[src/logic/iolc_pkg.sv]
// Purpose: Constants and types for the I/O line drive and function mux block
// Assumes: 32-bit register port, word addresses chosen locally
// Notes:   Offsets are byte addresses, one aligned word each
package iolc_pkg;
   localparam int          IOLC_LINES   = 32;
   localparam int          IOLC_AW      = 8;
   // ------------------------------------------------------------
   // Register offsets
   // ------------------------------------------------------------
   localparam logic [7:0]  OFS_OUT_DATA      = 8'h00;
   localparam logic [7:0]  OFS_OD_ENABLE     = 8'h04;
   localparam logic [7:0]  OFS_OD_DISABLE    = 8'h08;
   localparam logic [7:0]  OFS_OD_STATUS     = 8'h0c;
   localparam logic [7:0]  OFS_PU_DISABLE    = 8'h10;
   localparam logic [7:0]  OFS_PU_ENABLE     = 8'h14;
   localparam logic [7:0]  OFS_PU_STATUS     = 8'h18;
   localparam logic [7:0]  OFS_FN_A_SELECT   = 8'h1c;
   localparam logic [7:0]  OFS_FN_B_SELECT   = 8'h20;
   localparam logic [7:0]  OFS_FN_STATUS     = 8'h24;
   localparam logic [7:0]  OFS_OW_ENABLE     = 8'h28;
   localparam logic [7:0]  OFS_OW_DISABLE    = 8'h2c;
   localparam logic [7:0]  OFS_OW_STATUS     = 8'h30;
   localparam logic [7:0]  OFS_OUT_ENABLE    = 8'h34;
   localparam logic [7:0]  OFS_PIO_SELECT    = 8'h38;
   // ------------------------------------------------------------
   // Reset values
   // ------------------------------------------------------------
   localparam logic [31:0] RST_OUT_DATA   = 32'h0000_0000;
   localparam logic [31:0] RST_OPEN_DRAIN = 32'h0000_0000;
   localparam logic [31:0] RST_PULLUP_ON  = 32'hffff_ffff;
   localparam logic [31:0] RST_FN_B       = 32'h0000_0000;
   localparam logic [31:0] RST_OW_ALLOW   = 32'h0000_0000;
   localparam logic [31:0] RST_OUT_ENABLE = 32'h0000_0000;
   localparam logic [31:0] RST_PIO_SEL    = 32'hffff_ffff;
   localparam logic [31:0] RD_UNMAPPED    = 32'h0000_0000;

   typedef struct packed {
      logic [IOLC_AW-1:0] addr;
      logic [31:0]        wdata;
      logic               wr;
      logic               rd;
   } iolc_bus_req_t;

   typedef struct packed {
      logic [31:0] out;
      logic [31:0] oe;
   } iolc_periph_t;
endpackage : iolc_pkg

[src/logic/iolc_top.sv]
// Notes on behaviour
// - Open-drain enable write: bits at one make those lines open-drain.
// - Open-drain disable write: bits at one return lines to push-pull.
// - Open-drain status reads one for open-drain lines, zero for push-pull.
// - Pull-up disable write: bits at one turn pull-up off.
// - Pull-up enable write: bits at one turn pull-up on.
// - Pull-up status reads zero when enabled, one when disabled.
// - Function A select write: bits at one route line to function A.
// - Function B select write: bits at one route line to function B.
// - Function status reads zero for function A, one for function B.
// - Output-write enable write: bits at one let data writes reach line.
// - Output-write disable write: bits at one block data writes to line.
// - Output-write status reads one where data writes reach the line.
// - Output data holds per-line level: one high, zero low.
//
// Purpose: Per-line drive mode, pull-up, function mux and output data for 32 I/O lines
// Assumes: Single 10 MHz clock; register port answers reads one cycle later
// Notes:   Pin pad is three signals per line; the bench resolves the wire
`timescale 1ns/1ps
`default_nettype none
module iolc_top
   import iolc_pkg::*;
#(
   parameter int LINES = IOLC_LINES
)(
   // Clock and reset
   input  wire logic              sys_clk,
   input  wire logic              resetn,
   // Register port
   input  wire logic [IOLC_AW-1:0] reg_addr,
   input  wire logic [31:0]        reg_wdata,
   input  wire logic               reg_wr,
   input  wire logic               reg_rd,
   output var  logic [31:0]        reg_rdata,
   // Peripheral functions A and B
   input  wire iolc_periph_t       periph_a,
   input  wire iolc_periph_t       periph_b,
   // Pads
   input  wire logic [LINES-1:0]   pad_in,
   output var  logic [LINES-1:0]   pad_out,
   output var  logic [LINES-1:0]   pad_oe,
   output var  logic [LINES-1:0]   pad_pullup_en,
   output var  logic [LINES-1:0]   pad_level_reg
);
   // ------------------------------------------------------------
   // Address decode
   // ------------------------------------------------------------
   iolc_bus_req_t req;
   assign req = '{addr: reg_addr, wdata: reg_wdata, wr: reg_wr, rd: reg_rd};

   wire logic [LINES-1:0] wd = req.wdata[LINES-1:0];
   wire logic wr_data  = req.wr && (req.addr == OFS_OUT_DATA);
   wire logic wr_od_en = req.wr && (req.addr == OFS_OD_ENABLE);
   wire logic wr_od_di = req.wr && (req.addr == OFS_OD_DISABLE);
   wire logic wr_pu_di = req.wr && (req.addr == OFS_PU_DISABLE);
   wire logic wr_pu_en = req.wr && (req.addr == OFS_PU_ENABLE);
   wire logic wr_fn_a  = req.wr && (req.addr == OFS_FN_A_SELECT);
   wire logic wr_fn_b  = req.wr && (req.addr == OFS_FN_B_SELECT);
   wire logic wr_ow_en = req.wr && (req.addr == OFS_OW_ENABLE);
   wire logic wr_ow_di = req.wr && (req.addr == OFS_OW_DISABLE);
   wire logic wr_oe    = req.wr && (req.addr == OFS_OUT_ENABLE);
   wire logic wr_psel  = req.wr && (req.addr == OFS_PIO_SELECT);

   // ------------------------------------------------------------
   // Per-line state
   // ------------------------------------------------------------
   logic [LINES-1:0] open_drain_reg, open_drain_next;
   logic [LINES-1:0] pullup_on_reg,  pullup_on_next;
   logic [LINES-1:0] fn_b_reg,       fn_b_next;
   logic [LINES-1:0] ow_allow_reg,   ow_allow_next;
   logic [LINES-1:0] out_data_reg,   out_data_next;
   logic [LINES-1:0] out_en_reg,     out_en_next;
   logic [LINES-1:0] pio_sel_reg,    pio_sel_next;

   // Set and clear in the same word cannot happen: one strobe per cycle
   assign open_drain_next = wr_od_en ? (open_drain_reg | wd)
                          : wr_od_di ? (open_drain_reg & ~wd)
                          : open_drain_reg;
   assign pullup_on_next  = wr_pu_en ? (pullup_on_reg | wd)
                          : wr_pu_di ? (pullup_on_reg & ~wd)
                          : pullup_on_reg;
   assign fn_b_next       = wr_fn_b ? (fn_b_reg | wd)
                          : wr_fn_a ? (fn_b_reg & ~wd)
                          : fn_b_reg;
   assign ow_allow_next   = wr_ow_en ? (ow_allow_reg | wd)
                          : wr_ow_di ? (ow_allow_reg & ~wd)
                          : ow_allow_reg;
   // Masked direct write: only permitted lines take the new level
   assign out_data_next   = wr_data
                          ? ((out_data_reg & ~ow_allow_reg) | (wd & ow_allow_reg))
                          : out_data_reg;
   assign out_en_next     = wr_oe   ? wd : out_en_reg;
   assign pio_sel_next    = wr_psel ? wd : pio_sel_reg;

   always_ff @(posedge sys_clk or negedge resetn)
   begin
      if (!resetn)
      begin
         open_drain_reg <= RST_OPEN_DRAIN[LINES-1:0];
         pullup_on_reg  <= RST_PULLUP_ON[LINES-1:0];
         fn_b_reg       <= RST_FN_B[LINES-1:0];
         ow_allow_reg   <= RST_OW_ALLOW[LINES-1:0];
         out_data_reg   <= RST_OUT_DATA[LINES-1:0];
         out_en_reg     <= RST_OUT_ENABLE[LINES-1:0];
         pio_sel_reg    <= RST_PIO_SEL[LINES-1:0];
      end
      else
      begin
         open_drain_reg <= open_drain_next;
         pullup_on_reg  <= pullup_on_next;
         fn_b_reg       <= fn_b_next;
         ow_allow_reg   <= ow_allow_next;
         out_data_reg   <= out_data_next;
         out_en_reg     <= out_en_next;
         pio_sel_reg    <= pio_sel_next;
      end
   end

   // ------------------------------------------------------------
   // Pad drive
   // ------------------------------------------------------------
   logic [LINES-1:0] lvl, drv_en, oe_next, out_next;
   genvar g;
   generate
      for (g = 0; g < LINES; g++)
      begin : g_line
         assign lvl[g]    = pio_sel_reg[g] ? out_data_reg[g]
                          : (fn_b_reg[g] ? periph_b.out[g] : periph_a.out[g]);
         assign drv_en[g] = pio_sel_reg[g] ? out_en_reg[g]
                          : (fn_b_reg[g] ? periph_b.oe[g] : periph_a.oe[g]);
         // Open-drain lines only pull low; a high is a release
         assign oe_next[g]  = drv_en[g] && !(open_drain_reg[g] && lvl[g]);
         assign out_next[g] = lvl[g];
      end
   endgenerate

   // ------------------------------------------------------------
   // Read mux
   // ------------------------------------------------------------
   logic [31:0] rd_word;
   logic [31:0] rd_next;
   always_comb
   begin
      rd_word = RD_UNMAPPED;
      case (req.addr)
         OFS_OUT_DATA:   rd_word[LINES-1:0] = out_data_reg;
         OFS_OD_STATUS:  rd_word[LINES-1:0] = open_drain_reg;
         OFS_PU_STATUS:  rd_word[LINES-1:0] = ~pullup_on_reg;
         OFS_FN_STATUS:  rd_word[LINES-1:0] = fn_b_reg;
         OFS_OW_STATUS:  rd_word[LINES-1:0] = ow_allow_reg;
         OFS_OUT_ENABLE: rd_word[LINES-1:0] = out_en_reg;
         OFS_PIO_SELECT: rd_word[LINES-1:0] = pio_sel_reg;
         default:        rd_word = RD_UNMAPPED;
      endcase
   end
   // Data stand only in the cycle after the read strobe
   assign rd_next = req.rd ? rd_word : RD_UNMAPPED;

   always_ff @(posedge sys_clk or negedge resetn)
   begin
      if (!resetn)
      begin
         reg_rdata     <= RD_UNMAPPED;
         pad_out       <= '0;
         pad_oe        <= '0;
         pad_pullup_en <= '0;
         pad_level_reg <= '0;
      end
      else
      begin
         reg_rdata     <= rd_next;
         pad_out       <= out_next;
         pad_oe        <= oe_next;
         pad_pullup_en <= pullup_on_reg;
         pad_level_reg <= pad_in;
      end
   end
endmodule // iolc_top
`default_nettype wire

[config.mk]
export PLATFORM = sky130hd
export DESIGN_NAME = iolc_top
export DESIGN_NICKNAME = d
export VERILOG_FILES = /design/src/logic/iolc_pkg.sv /design/src/logic/iolc_top.sv
export SDC_FILE = /design/constraint.sdc
export NUM_CORES = 1
export LEC_CHECK = 0
export ABC_AREA = 1
export ABC_CLOCK_PERIOD_IN_PS = 1400
export BUFFER_PORTS_ARGS = -buffer_cell sky130_fd_sc_hd__buf_2
export CORE_MARGIN = 3
export CORE_UTILIZATION = 25
export DETAILED_ROUTE_END_ITERATION = 12
export GPL_TIMING_DRIVEN = 0
export MAX_ROUTING_LAYER = met4
export PLACE_DENSITY_LB_ADDON = 0.08
export SLEW_MARGIN = 20
export SYNTH_ARGS = -nofsm -noshare
export SYNTH_HDL_FRONTEND = slang
export SYNTH_SLANG_ARGS = --single-unit
[constraint.sdc]
create_clock -name sys_clk -period 1.4 [get_ports sys_clk]
set_input_delay 0.07 -clock sys_clk [delete_from_list [all_inputs] [get_ports sys_clk]]
set_output_delay 0.07 -clock sys_clk [all_outputs]
set_load 0.01 [all_outputs]
Yosys cells after proc, flatten, opt, wreduce, memory -nomap -nowiden
Index checks and enable logic that the tools add are counted.
{"block": "classes", "add_sub_neg": 0, "multipliers": 0, "div": 0, "n_lt_le_gt_ge": 0, "n_eq_ne": 14, "shifts": 0, "n_mux": 138, "bitwise_logic": 14, "n_reduce_logical": 112}
{"op": "32-bit two-way mux", "n": 9}
{"op": "32-bit case mux with 7 select lines", "n": 1}
{"op": "32-bit AND", "n": 6}
{"op": "32-bit OR", "n": 5}
{"op": "1-bit two-way mux", "n": 128}
{"op": "32-bit NOT", "n": 3}
{"op": "1-bit logical AND", "n": 75}
{"op": "8-bit by 6-bit equality test with 1-bit output (second input constant)", "n": 7}
{"op": "8-bit by 5-bit equality test with 1-bit output (second input constant)", "n": 4}
{"op": "1-bit logical NOT", "n": 32}
{"op": "8-bit by 4-bit equality test with 1-bit output (second input constant)", "n": 2}
{"op": "8-bit by 3-bit equality test with 1-bit output (second input constant)", "n": 1}
{"op": "8-bit logical NOT", "n": 1}
{"op": "2-bit nonzero test", "n": 4}
{"block": "totals", "regBits": 384, "latchBits": 0, "ram_bits": 0, "mem_bits_ro": 0, "in_bits": 204, "output_inout_bits": 160, "word_cells": 290, "n_memories": 0}

Depth between registers and ports, before layout
Gate-level depths: netlist (run 1).
{"block": "depth", "depth_word": 5, "mapped_depth": 9, "depth_no_buf": 8}

Least setup slack after synthesis (run 1)
OpenSTA, ideal clock, no wires.
{"block": "synth_timing", "path_kind": "input to register", "start": "input reg_addr[1]", "end": "register pio_sel_reg[10]", "setup_time_ps": 69, "arrival_ps": 1077, "required_time_ps": 1331, "path_slack_ps": 254, "path_stages": 6, "path_buffers": 1, "path_cell_list": "nor2_2 > nand3_2 > nor4_4 > buf_6 > nand2_1 > o21ai_2"}
{"block": "synth_between", "elab_chain_len": 2}
{"element": "start, declared", "line_no": "iolc_top.sv:30", "rtl": "input wire logic [IOLC_AW-1:0] reg_addr,"}
{"element": "8-bit by 6-bit equality test with 1-bit output", "line_no": "iolc_top.sv:62", "rtl": "wire logic wr_psel = req.wr && (req.addr == OFS_PIO_SELECT);"}
{"element": "1-bit logical AND", "line_no": "iolc_top.sv:62"}
{"element": "end signal, assigned", "line_no": "iolc_top.sv:105", "rtl": "pio_sel_reg <= RST_PIO_SEL[LINES-1:0];"}
{"element": "end signal, assigned", "line_no": "iolc_top.sv:115", "rtl": "pio_sel_reg <= pio_sel_next;"}
{"element": "end, declared", "line_no": "iolc_top.sv:73", "rtl": "logic [LINES-1:0] pio_sel_reg, pio_sel_next;"}
No other way between the ends.
A chain may end at the register's enable or synchronous reset.

Worst setup path after layout (run 1)
{"block": "layout_timing", "start": "input reg_addr[6]", "end": "register reg_rdata[27]"}
{"block": "layout_between", "elab_chain_len": 3, "word_cells_on_any_way": 9, "classes_between": "eq/ne (6); mux (2); reduce/logical (1)"}
{"element": "8-bit by 6-bit equality test with 1-bit output, or another cell as far along", "line_no": "iolc_top.sv:145", "rtl": "case (req.addr)"}
{"element": "32-bit case mux with 7 select lines *", "line_no": "iolc_top.sv:145"}
{"element": "32-bit two-way mux *", "line_no": "iolc_top.sv:157", "rtl": "assign rd_next = req.rd ? rd_word : RD_UNMAPPED;"}
{"element": "via rd_next[27]", "line_no": "iolc_top.sv:141", "rtl": "logic [31:0] rd_next;"}
{"element": "end signal, assigned", "line_no": "iolc_top.sv:171", "rtl": "reg_rdata <= rd_next;"}
{"element": "end, declared", "line_no": "iolc_top.sv:34", "rtl": "output var logic [31:0] reg_rdata,"}
The timed path passes the listed nets; every way through them passes the cells marked *.

==> results of run 1 <==
-- layout make-up --
type / instances / area, um2
Fill cell: 6845 / 42700
Sequential cell: 384 / 9690
Multi-Input combinational cell: 1285 / 6010
Timing Repair Buffer: 567 / 3960
Clock buffer: 74 / 1430
Tap cell: 864 / 1080
Inverter: 205 / 769
Buffer: 83 / 450
Clock inverter: 13 / 146
Antenna cell: 5 / 12.5
-- worst register-to-register path: cells and delay by family (launching register included) --
family	cells	cell delay [ps]
flip-flops	1	550
AND/OR/NAND/NOR	2	180
AO/OA/AOI/OAI	2	350
buffers and inverters	1	40
-- cells in the mapped netlist --
library cell  count
a21oi_1          97
a31oi_1          32
buf_1             3
buf_2            28
buf_4             5
buf_6             6
clkbuf_1         41
dfrtp_1         320
dfstp_2          64
inv_1           204
inv_2             1
nand2_1         463
nand2_2           2
nand3_1         162
nand3_2           1
nand3b_1         32
nor2_1          168
nor2_2            4
nor3_1            1
nor3_2            2
nor4_4            1
o21ai_0         237
o21ai_1          23
o21ai_2          28
o21bai_1         32
-- power breakdown --
group	leakage, nW	internal (mW)	total, mW	switching (mW)
Sequential	5.00	11.8	12.2	0.411
Clock	0.777	7.55	12.6	5.03
Combinational	6.12	1.23	2.83	1.59
-- final timing paths --
path / depth (start not counted) / start / end
hold reg to reg: 0 / flop / pad_pullup_en[10]
min in group sys_clk: 4 / reg_wr / flop
hold / removal: 2 / resetn / pad_level_reg[29]
setup reg to reg: 5 / pio_sel_reg[0] / pad_oe[0]
setup / recovery: 9 / reg_addr[6] / reg_rdata[27]
max in group asynchronous: 4 / resetn / pio_sel_reg[8]
-- metal layers --
metal / GRT usage (%) / vias up / routed length, um
met2: 32.8 / 477 / 33300
met5: - / - / 0
met1: 26.8 / 7688 / 32200
met3: 3.66 / 110 / 3900
met4: 4.58 / 0 / 1640
li1: - / 7601 / -
-- logic make-up (layout without fill, tap and decap cells) --
kind of cell,Yosys count,after routing,synth area share [%]
AND/OR/NAND/NOR,836,836,20.8
AO/OA/AOI/OAI,449,449,14.7
flip-flops,384,384,57.5
buffers and inverters,288,942,7.00
other,0,5,0
-- through the flow --
step | utilization [%] | setup WS, ps | std cells | power, mW
6_report | 35.6 | 33.1 | 3480 | 27.6
5_1_grt | 35.6 | 6.70 | 3480 | 28.9
4_1_cts | 35.4 | 22.1 | 3473 | 28.1
3_5_place_dp | 30.0 | -814 | 3188 | 14.8
3_3_place_gp | 29.8 | -8050 | 3184 | 14.8
2_1_floorplan | - | 254 | 1957 | 13.4
-- timing repair --
item / in CTS / in global routing
pin swaps: 1 / 0
gates cloned: 0 / 2
hold endpoints to repair: 494 / 26
setup buffers: 3 / 0
setup endpoints to repair: 77 / 194
resized for setup: 13 / 27
==> results.sh, run 1 <==
export IMPL_status="finished with violations"
export IMPL_failed_checks="hold timing"
export IMPL_grt_pass1_wl_um=104000
export IMPL_drc=0
export IMPL_fp_dieArea_mm2=0.0706
export IMPL_netlist_instances=1957
export IMPL_grt_max_degree=92
export IMPL_ys_seq_area_share_pct=57.5
export IMPL_design_area_mm2=0.0235
export IMPL_row_count=94
export IMPL_final_common_cell="nand2_1"
export IMPL_place_congestion=0.840
export IMPL_maxSlewHeadroom_pct=38.3
export IMPL_postPlaceCellArea_mm2=0.0199
export IMPL_maxCapViolCount=0
export IMPL_clock_skew_ps=10.5
export IMPL_wl_um=71100
export IMPL_p_leak_nw=11.9
export IMPL_layout_drive_gt1_share_pct=23.3
export IMPL_period_share_pct=97.6
export IMPL_io_pins=364
export IMPL_rsz0062_at_grt="false"
export IMPL_routed_via_density=4.56
export IMPL_nNetsFinal=2779
export IMPL_clockBufferDepth=3
export IMPL_dr_pass1_iters=5
export IMPL_yosys_warnings=0
export IMPL_critPathSlowestCell="clkbuf_1"
export IMPL_tns_ps=0
export IMPL_r2r_slack_ps=160
export IMPL_netlist_area_mm2=0.0169
export IMPL_tritoncts="yes"
export IMPL_via_count=15900
export IMPL_ys_ff_latch=384
export IMPL_drt_iter0_markers=1073
export IMPL_die_w_um=266
export IMPL_netlist_top_cell_by_area="dfrtp_1"
export IMPL_crit_required_ps=1850
export IMPL_dp_hpwl_um=47200
export IMPL_worstMarginPinSlew_ps=925
export IMPL_start_kind="input pin"
export IMPL_coreArea_mm2=0.0662
export IMPL_grt_usage_pct=20.4
export IMPL_crit_buf_inv=3
export IMPL_io_buffer_count=363
export IMPL_clk_pin_slew_worst_paths_ps=60
export IMPL_overflow=0
export IMPL_slowest_delay_ps=620
export IMPL_synthTopCellsByArea="dfrtp_1, nand2_1, dfstp_2"
export IMPL_cts_root_buf="clkbuf_16"
export IMPL_cts_buffers_inserted=49
export IMPL_grt_pass1_vias=16000
export IMPL_dieHeight_um=266
export IMPL_start_util_pct=25.5
export IMPL_synth_cell_types=25
export IMPL_synth_nets=2161
export IMPL_clkLatencyLatePin_ps=570
export IMPL_hp_class="in2async"
export IMPL_power_density_mw_per_mm2=1170
export IMPL_cp_top_family="buffers and inverters"
export IMPL_synth_top_area_share_pct=47.5
export IMPL_end_kind="flop"
export IMPL_cts_sinks=384
export IMPL_critPathKind="in2reg"
export IMPL_timing_hold_ws_ps=-17.9
export IMPL_timing_hold_violations_final=19
export IMPL_fin_crit_ps=1370
export IMPL_area_growth_pct=39.7
export IMPL_wl_per_cell_um=20.4
export IMPL_grt_antenna_before_repair=6
export IMPL_peakVddDrop_v=0.000760
export IMPL_path_cells="buf_2 > inv_1 > nand2_2 > nor2_4 > clkbuf_1 > nand3b_1 > nand2_1 > nor2_1 > a21oi_1"
export IMPL_crit_fanout=10
export IMPL_postRouteAntennaNets=0
export IMPL_setup_viol=0
export IMPL_cts_hold_fix_buffers=195
export IMPL_maxSlewViolCount=0
export IMPL_critical_path_arrival_ps=1820
export IMPL_max_freq_ghz=0.732
export IMPL_layout_common_cells="nand2_1, buf_2, dfrtp_1"
export IMPL_syn_avg_cell_area_um2=8.61
export IMPL_cts_htree_levels=2
(Power assumes the default switching activity.)
==> run 2, diff against run 1 <==
--- a/config.mk
+++ b/config.mk
@@ -8,12 +8,15 @@
 export ABC_AREA = 1
 export ABC_CLOCK_PERIOD_IN_PS = 1400
 export BUFFER_PORTS_ARGS = -buffer_cell sky130_fd_sc_hd__buf_2
+export CELL_PAD_IN_SITES_DETAIL_PLACEMENT = 1
+export CELL_PAD_IN_SITES_GLOBAL_PLACEMENT = 2
 export CORE_MARGIN = 3
 export CORE_UTILIZATION = 25
 export DETAILED_ROUTE_END_ITERATION = 12
 export GPL_TIMING_DRIVEN = 0
 export MAX_ROUTING_LAYER = met4
 export PLACE_DENSITY_LB_ADDON = 0.08
+export SETUP_SLACK_MARGIN = 0.2
 export SLEW_MARGIN = 20
 export SYNTH_ARGS = -nofsm -noshare
 export SYNTH_HDL_FRONTEND = slang
==> results.sh, run 2 (synthesized netlist as in run 1, its figures left out) <==
export IMPL_grt_util_met1_pct=27.8
export IMPL_cts_hold_fix_buffers=194
export IMPL_io_buffer_count=363
export IMPL_area_growth_pct=42.0
export IMPL_row_count=94
export IMPL_final_common_cell="nand2_1"
export IMPL_cts_sinks=384
export IMPL_drc=0
export IMPL_grt_pass1_wl_um=112000
export IMPL_hp_class="in2async"
export IMPL_worstMarginPinSlew_ps=932
export IMPL_cts_buffers_inserted=49
export IMPL_reg2reg_from="pio_sel_reg[0]"
export IMPL_wl_per_cell_um=21.4
export IMPL_multi_input_area_mm2=0.00605
export IMPL_clock_skew_ps=11.9
export IMPL_dr_pass1_iters=4
export IMPL_fin_crit_ps=1240
export IMPL_path_cells="buf_2"
export IMPL_critical_path_arrival_ps=1170
export IMPL_start_kind="flop"
export IMPL_overflow=0
export IMPL_clkLatencyLatePin_ps=590
export IMPL_grt_antenna_before_repair=14
export IMPL_nNetsFinal=2782
export IMPL_num_fill_cells=7811
export IMPL_grtUsageMet2_pct=36.7
export IMPL_dieHeight_um=266
export IMPL_power_density_mw_per_mm2=1190
export IMPL_slowest_delay_ps=420
export IMPL_r2r_end="pad_out[0]"
export IMPL_design_area_mm2=0.0239
export IMPL_wl_um=74800
export IMPL_fp_dieArea_mm2=0.0706
export IMPL_crit_buf_inv=1
export IMPL_regArea_mm2=0.00969
export IMPL_postRouteAntennaNets=0
export IMPL_status="finished with violations"
export IMPL_clk_pin_slew_worst_paths_ps=60
export IMPL_p_leak_nw=12.0
export IMPL_critPathKind="reg2out"
export IMPL_place_congestion=0.776
export IMPL_rsz0062_at_grt="true"
export IMPL_r2r_slack_ps=270
export IMPL_setup_ws_ps=163
export IMPL_drt_iter0_markers=728
export IMPL_cp_top_family="flip-flops"
export IMPL_setup_viol=0
export IMPL_routed_via_density=4.56
export IMPL_start_util_pct=25.5
export IMPL_via_count=15900
export IMPL_place_ws_ps=-839
export IMPL_maxSlewHeadroom_pct=37.9
export IMPL_layout_common_cells="nand2_1, buf_2, dfrtp_1"
export IMPL_busiest_layer="met2"
export IMPL_die_w_um=266
export IMPL_timing_hold_ws_ps=-546
export IMPL_max_freq_ghz=0.808
export IMPL_maxCapViolCount=0
export IMPL_clockBufferDepth=3
export IMPL_peakVddDrop_v=0.000723
export IMPL_coreArea_mm2=0.0662
export IMPL_tritoncts="yes"
export IMPL_timing_hold_violations_final=109
export IMPL_dp_hpwl_um=50600
export IMPL_crit_fanout=1
export IMPL_layout_drive_gt1_share_pct=24.6
export IMPL_failed_checks="hold timing"
export IMPL_cts_htree_levels=2
export IMPL_grt_pass1_vias=17500
export IMPL_end_kind="primary output"
export IMPL_period_share_pct=88.4
export IMPL_cts_root_buf="clkbuf_16"
export IMPL_maxSlewViolCount=0
export IMPL_grt_usage_pct=21.8
export IMPL_io_pins=364
export IMPL_rr_worst_depth=4
export IMPL_critPathSlowestCell="dfrtp_1"
export IMPL_crit_required_ps=1330
export IMPL_grtUsageMet3_pct=3.73
export IMPL_grt_max_degree=88
export IMPL_postPlaceCellArea_mm2=0.0199
==> run 2: cell types whose count changed in the layout (fill, tap and decap cells not counted), sizes merged, moves of 2 or more <==
| cell | change |
|---|---|
| diode | +5 |
| buf | +12 |
| bufinv | +2 |
| clkbuf | -9 |
| clkinv | +5 |
==> run 2: area by class of cell <==
type / instances / share of cell area (%)
tap: 864 / 4.52
sequential: 384 / 40.5
clock buffer: 72 / 6.08
timing repair buffer: 570 / 17.3
antenna: 10 / 0.105
inverter: 205 / 3.21
clock inverter: 20 / 0.956
buffer: 83 / 2.05
multi-input combinational: 1285 / 25.3
==> run 2: timing repair <==
| action | 4_1_cts | 5_1_grt |
|---|---|---|
| pin swaps | 1 | 2 |
| hold endpoints to repair | 395 | 77 |
| endpoints found under the setup margin | 237 | 249 |
| gates resized for setup | 59 | 63 |
| setup buffers | 3 | 6 |
==> run 2: worst reg2reg max path: stages (launching register included) <==
cell	delay, ps
dfstp_2	540
inv_1	70
nor2_1	190
a21oi_4	50
buf_4	150
==> run 2: worst max-delay path by stage <==
| stage | startpoint | end | slack [ps] | cells after the start |
|---|---|---|---|---|
| floorplan | reg_addr[1] | pio_sel_reg[10] | 250 | 6 |
| global placement | resetn | pad_oe[13] | -8060 | 1 |
| detailed placement | reg_addr[6] | out_en_reg[27] | -840 | 8 |
| CTS | pad_pullup_en[10] | pad_pullup_en[10] | 120 | 1 |
| global route | pad_pullup_en[0] | pad_pullup_en[0] | 120 | 1 |
| finish | pad_pullup_en[0] | pad_pullup_en[0] | 160 | 1 |
==> run 2: per-layer routing <==
layer  vias to the layer above  wire [um]
met3                        90       2910
li1                       7618          -
met1                      7975      33700
met2                       248      36900
met4                         0       1210
met5                         -          0
==> run 2: stage by stage <==
step                      utilization [%]  hold WS, ps  power (mW)  cells  setup TNS (ps)
after floorplan                         -         -226        13.4   1957               0
after global placement               29.8          177        14.8   3184        -3017920
after detailed placement             30.0          123        14.9   3188         -136510
after CTS                            35.8         -527        28.9   3477               0
after global routing                 36.2         -508        29.8   3493               0
final                                36.2         -546        28.4   3493               0
==> run 2: power by group <==
part / switching, mW / internal [mW]
registers: 0.429 / 11.8
clock network: 5.17 / 8.10
logic: 1.63 / 1.30
==> run 3, diff against run 2 <==
--- a/config.mk
+++ b/config.mk
@@ -8,10 +8,9 @@
 export ABC_AREA = 1
 export ABC_CLOCK_PERIOD_IN_PS = 1400
 export BUFFER_PORTS_ARGS = -buffer_cell sky130_fd_sc_hd__buf_2
-export CELL_PAD_IN_SITES_DETAIL_PLACEMENT = 1
-export CELL_PAD_IN_SITES_GLOBAL_PLACEMENT = 2
 export CORE_MARGIN = 3
 export CORE_UTILIZATION = 25
+export CTS_BUF_LIST = sky130_fd_sc_hd__clkbuf_2 sky130_fd_sc_hd__clkbuf_4 sky130_fd_sc_hd__clkbuf_8
 export DETAILED_ROUTE_END_ITERATION = 12
 export GPL_TIMING_DRIVEN = 0
 export MAX_ROUTING_LAYER = met4
==> results.sh, run 3 (synthesized netlist as in run 1, its figures left out) <==
export IMPL_place_ws_ps=-814
export IMPL_layout_drive_gt1_share_pct=26.3
export IMPL_p_int_mw=20.4
export IMPL_power_density_mw_per_mm2=1140
export IMPL_crit_fanout=1
export IMPL_clock_power_share_pct=44.9
export IMPL_worstMarginPinSlew_ps=964
export IMPL_cts_sinks=384
export IMPL_clock_skew_ps=22.2
export IMPL_critPathSlowestCell="dfrtp_1"
export IMPL_timing_hold_ws_ps=-532
export IMPL_die_w_um=266
export IMPL_wl_per_cell_um=20.1
export IMPL_cp_top_family="flip-flops"
export IMPL_crit_buf_inv=1
export IMPL_instances_no_fill=3547
export IMPL_utilization_pct=36.4
export IMPL_grt_antenna_before_repair=7
export IMPL_coreArea_mm2=0.0662
export IMPL_postRouteAntennaNets=0
export IMPL_power_total_mw=27.6
export IMPL_final_common_cell="nand2_1"
export IMPL_dp_cells=3188
export IMPL_swShare_pct=26.0
export IMPL_clk_pin_slew_worst_paths_ps=60
export IMPL_fin_crit_ps=1270
export IMPL_dr_pass1_iters=5
export IMPL_critical_path_arrival_ps=1200
export IMPL_nNetsFinal=2823
export IMPL_tritoncts="yes"
export IMPL_dieHeight_um=266
export IMPL_slowest_delay_ps=410
export IMPL_regArea_mm2=0.00969
export IMPL_seq_power_share_pct=44.4
export IMPL_area_growth_pct=43.1
export IMPL_overflow=0
export IMPL_timing_hold_violations_final=174
export IMPL_critPathKind="reg2out"
export IMPL_place_congestion=0.840
export IMPL_drc=0
export IMPL_multi_input_area_mm2=0.00605
export IMPL_via_count=16100
export IMPL_rsz0062_at_grt="true"
export IMPL_max_freq_ghz=0.785
export IMPL_p_leak_nw=12.2
export IMPL_status="finished with violations"
export IMPL_io_buffer_count=363
export IMPL_cp_depth=1
export IMPL_dp_hpwl_um=47200
export IMPL_path_cells="buf_2"
export IMPL_row_count=94
export IMPL_num_fill_cells=6841
export IMPL_start_util_pct=25.5
export IMPL_postPlaceCellArea_mm2=0.0199
export IMPL_period_share_pct=91.0
export IMPL_cts_htree_levels=3
export IMPL_cts_buffers_inserted=76
export IMPL_grt_usage_pct=20.7
export IMPL_maxCapViolCount=0
export IMPL_drt_iter0_markers=1118
export IMPL_start_kind="flop"
export IMPL_clkLatencyLatePin_ps=640
export IMPL_cts_hold_fix_buffers=202
export IMPL_peakVddDrop_v=0.000478
export IMPL_wl_um=71400
export IMPL_switching_power_mw=7.17
export IMPL_cts_root_buf="clkbuf_8"
export IMPL_clockBufferDepth=3
export IMPL_routed_via_density=4.55
export IMPL_grt_max_degree=92
export IMPL_grt_pass1_wl_um=105000
export IMPL_r2r_slack_ps=250
export IMPL_layout_common_cells="nand2_1, buf_2, dfrtp_1"
export IMPL_hp_class="in2async"
export IMPL_end_kind="primary output"
export IMPL_maxSlewViolCount=0
export IMPL_rr_worst_depth=4
export IMPL_grt_pass1_vias=16300
export IMPL_share_comb_of_total_power_pct=10.6
export IMPL_crit_required_ps=1330
export IMPL_maxSlewHeadroom_pct=35.7
export IMPL_setup_ws_ps=126
export IMPL_design_area_mm2=0.0241
export IMPL_tns_ps=0
export IMPL_failed_checks="hold timing"
export IMPL_setup_viol=0
export IMPL_io_pins=364
export IMPL_fp_dieArea_mm2=0.0706
## run 3: final cells by class
cell class	count	share of cell area, %
well taps	864	4.48
diodes	5	0.0519
flip-flops and latches	384	40.2
repair buffers	584	18.1
clock buffers	130	6.72
multi-input cells	1285	25.1
plain buffers	83	1.97
inverters	205	3.19
clock inverters	7	0.156
## run 3: path summary, 6_finish.rpt
path / start / to
worst max-delay path: reg_rdata[19] / reg_rdata[19]
worst min-delay path: resetn / async pin
worst max register to register: pio_sel_reg[31] / reg_rdata[31]
worst min register to register: flop / pad_pullup_en[10]
max in group asynchronous: resetn / pio_sel_reg[16]
min in group sys_clk: pad_in[22] / pad_level_reg[22]
## run 3: power groups by stage
stage          clock (mW)  sequential, mW  combinational, mW
2_1_floorplan           0            12.4              0.984
3_3_place_gp            0            12.4               2.35
3_5_place_dp            0            12.4               2.41
4_1_cts              12.9            12.2               2.93
5_1_grt              13.4            12.3               3.28
6_report             12.4            12.2               2.93
## run 3: timing repair
| item | in CTS | in global routing |
|---|---|---|
| setup endpoints to repair | 308 | 281 |
| cloned | 0 | 0 |
| gates resized for setup | 55 | 64 |
| pin swaps | 1 | 6 |
| setup buffers | 3 | 12 |
| endpoints found under the hold margin | 496 | 174 |
## run 3: per-layer routing
layer,wire length (um),track usage (%)
met1,31700,27.0
met2,33400,33.2
met3,4740,3.96
met4,1530,5.54
met5,0,-
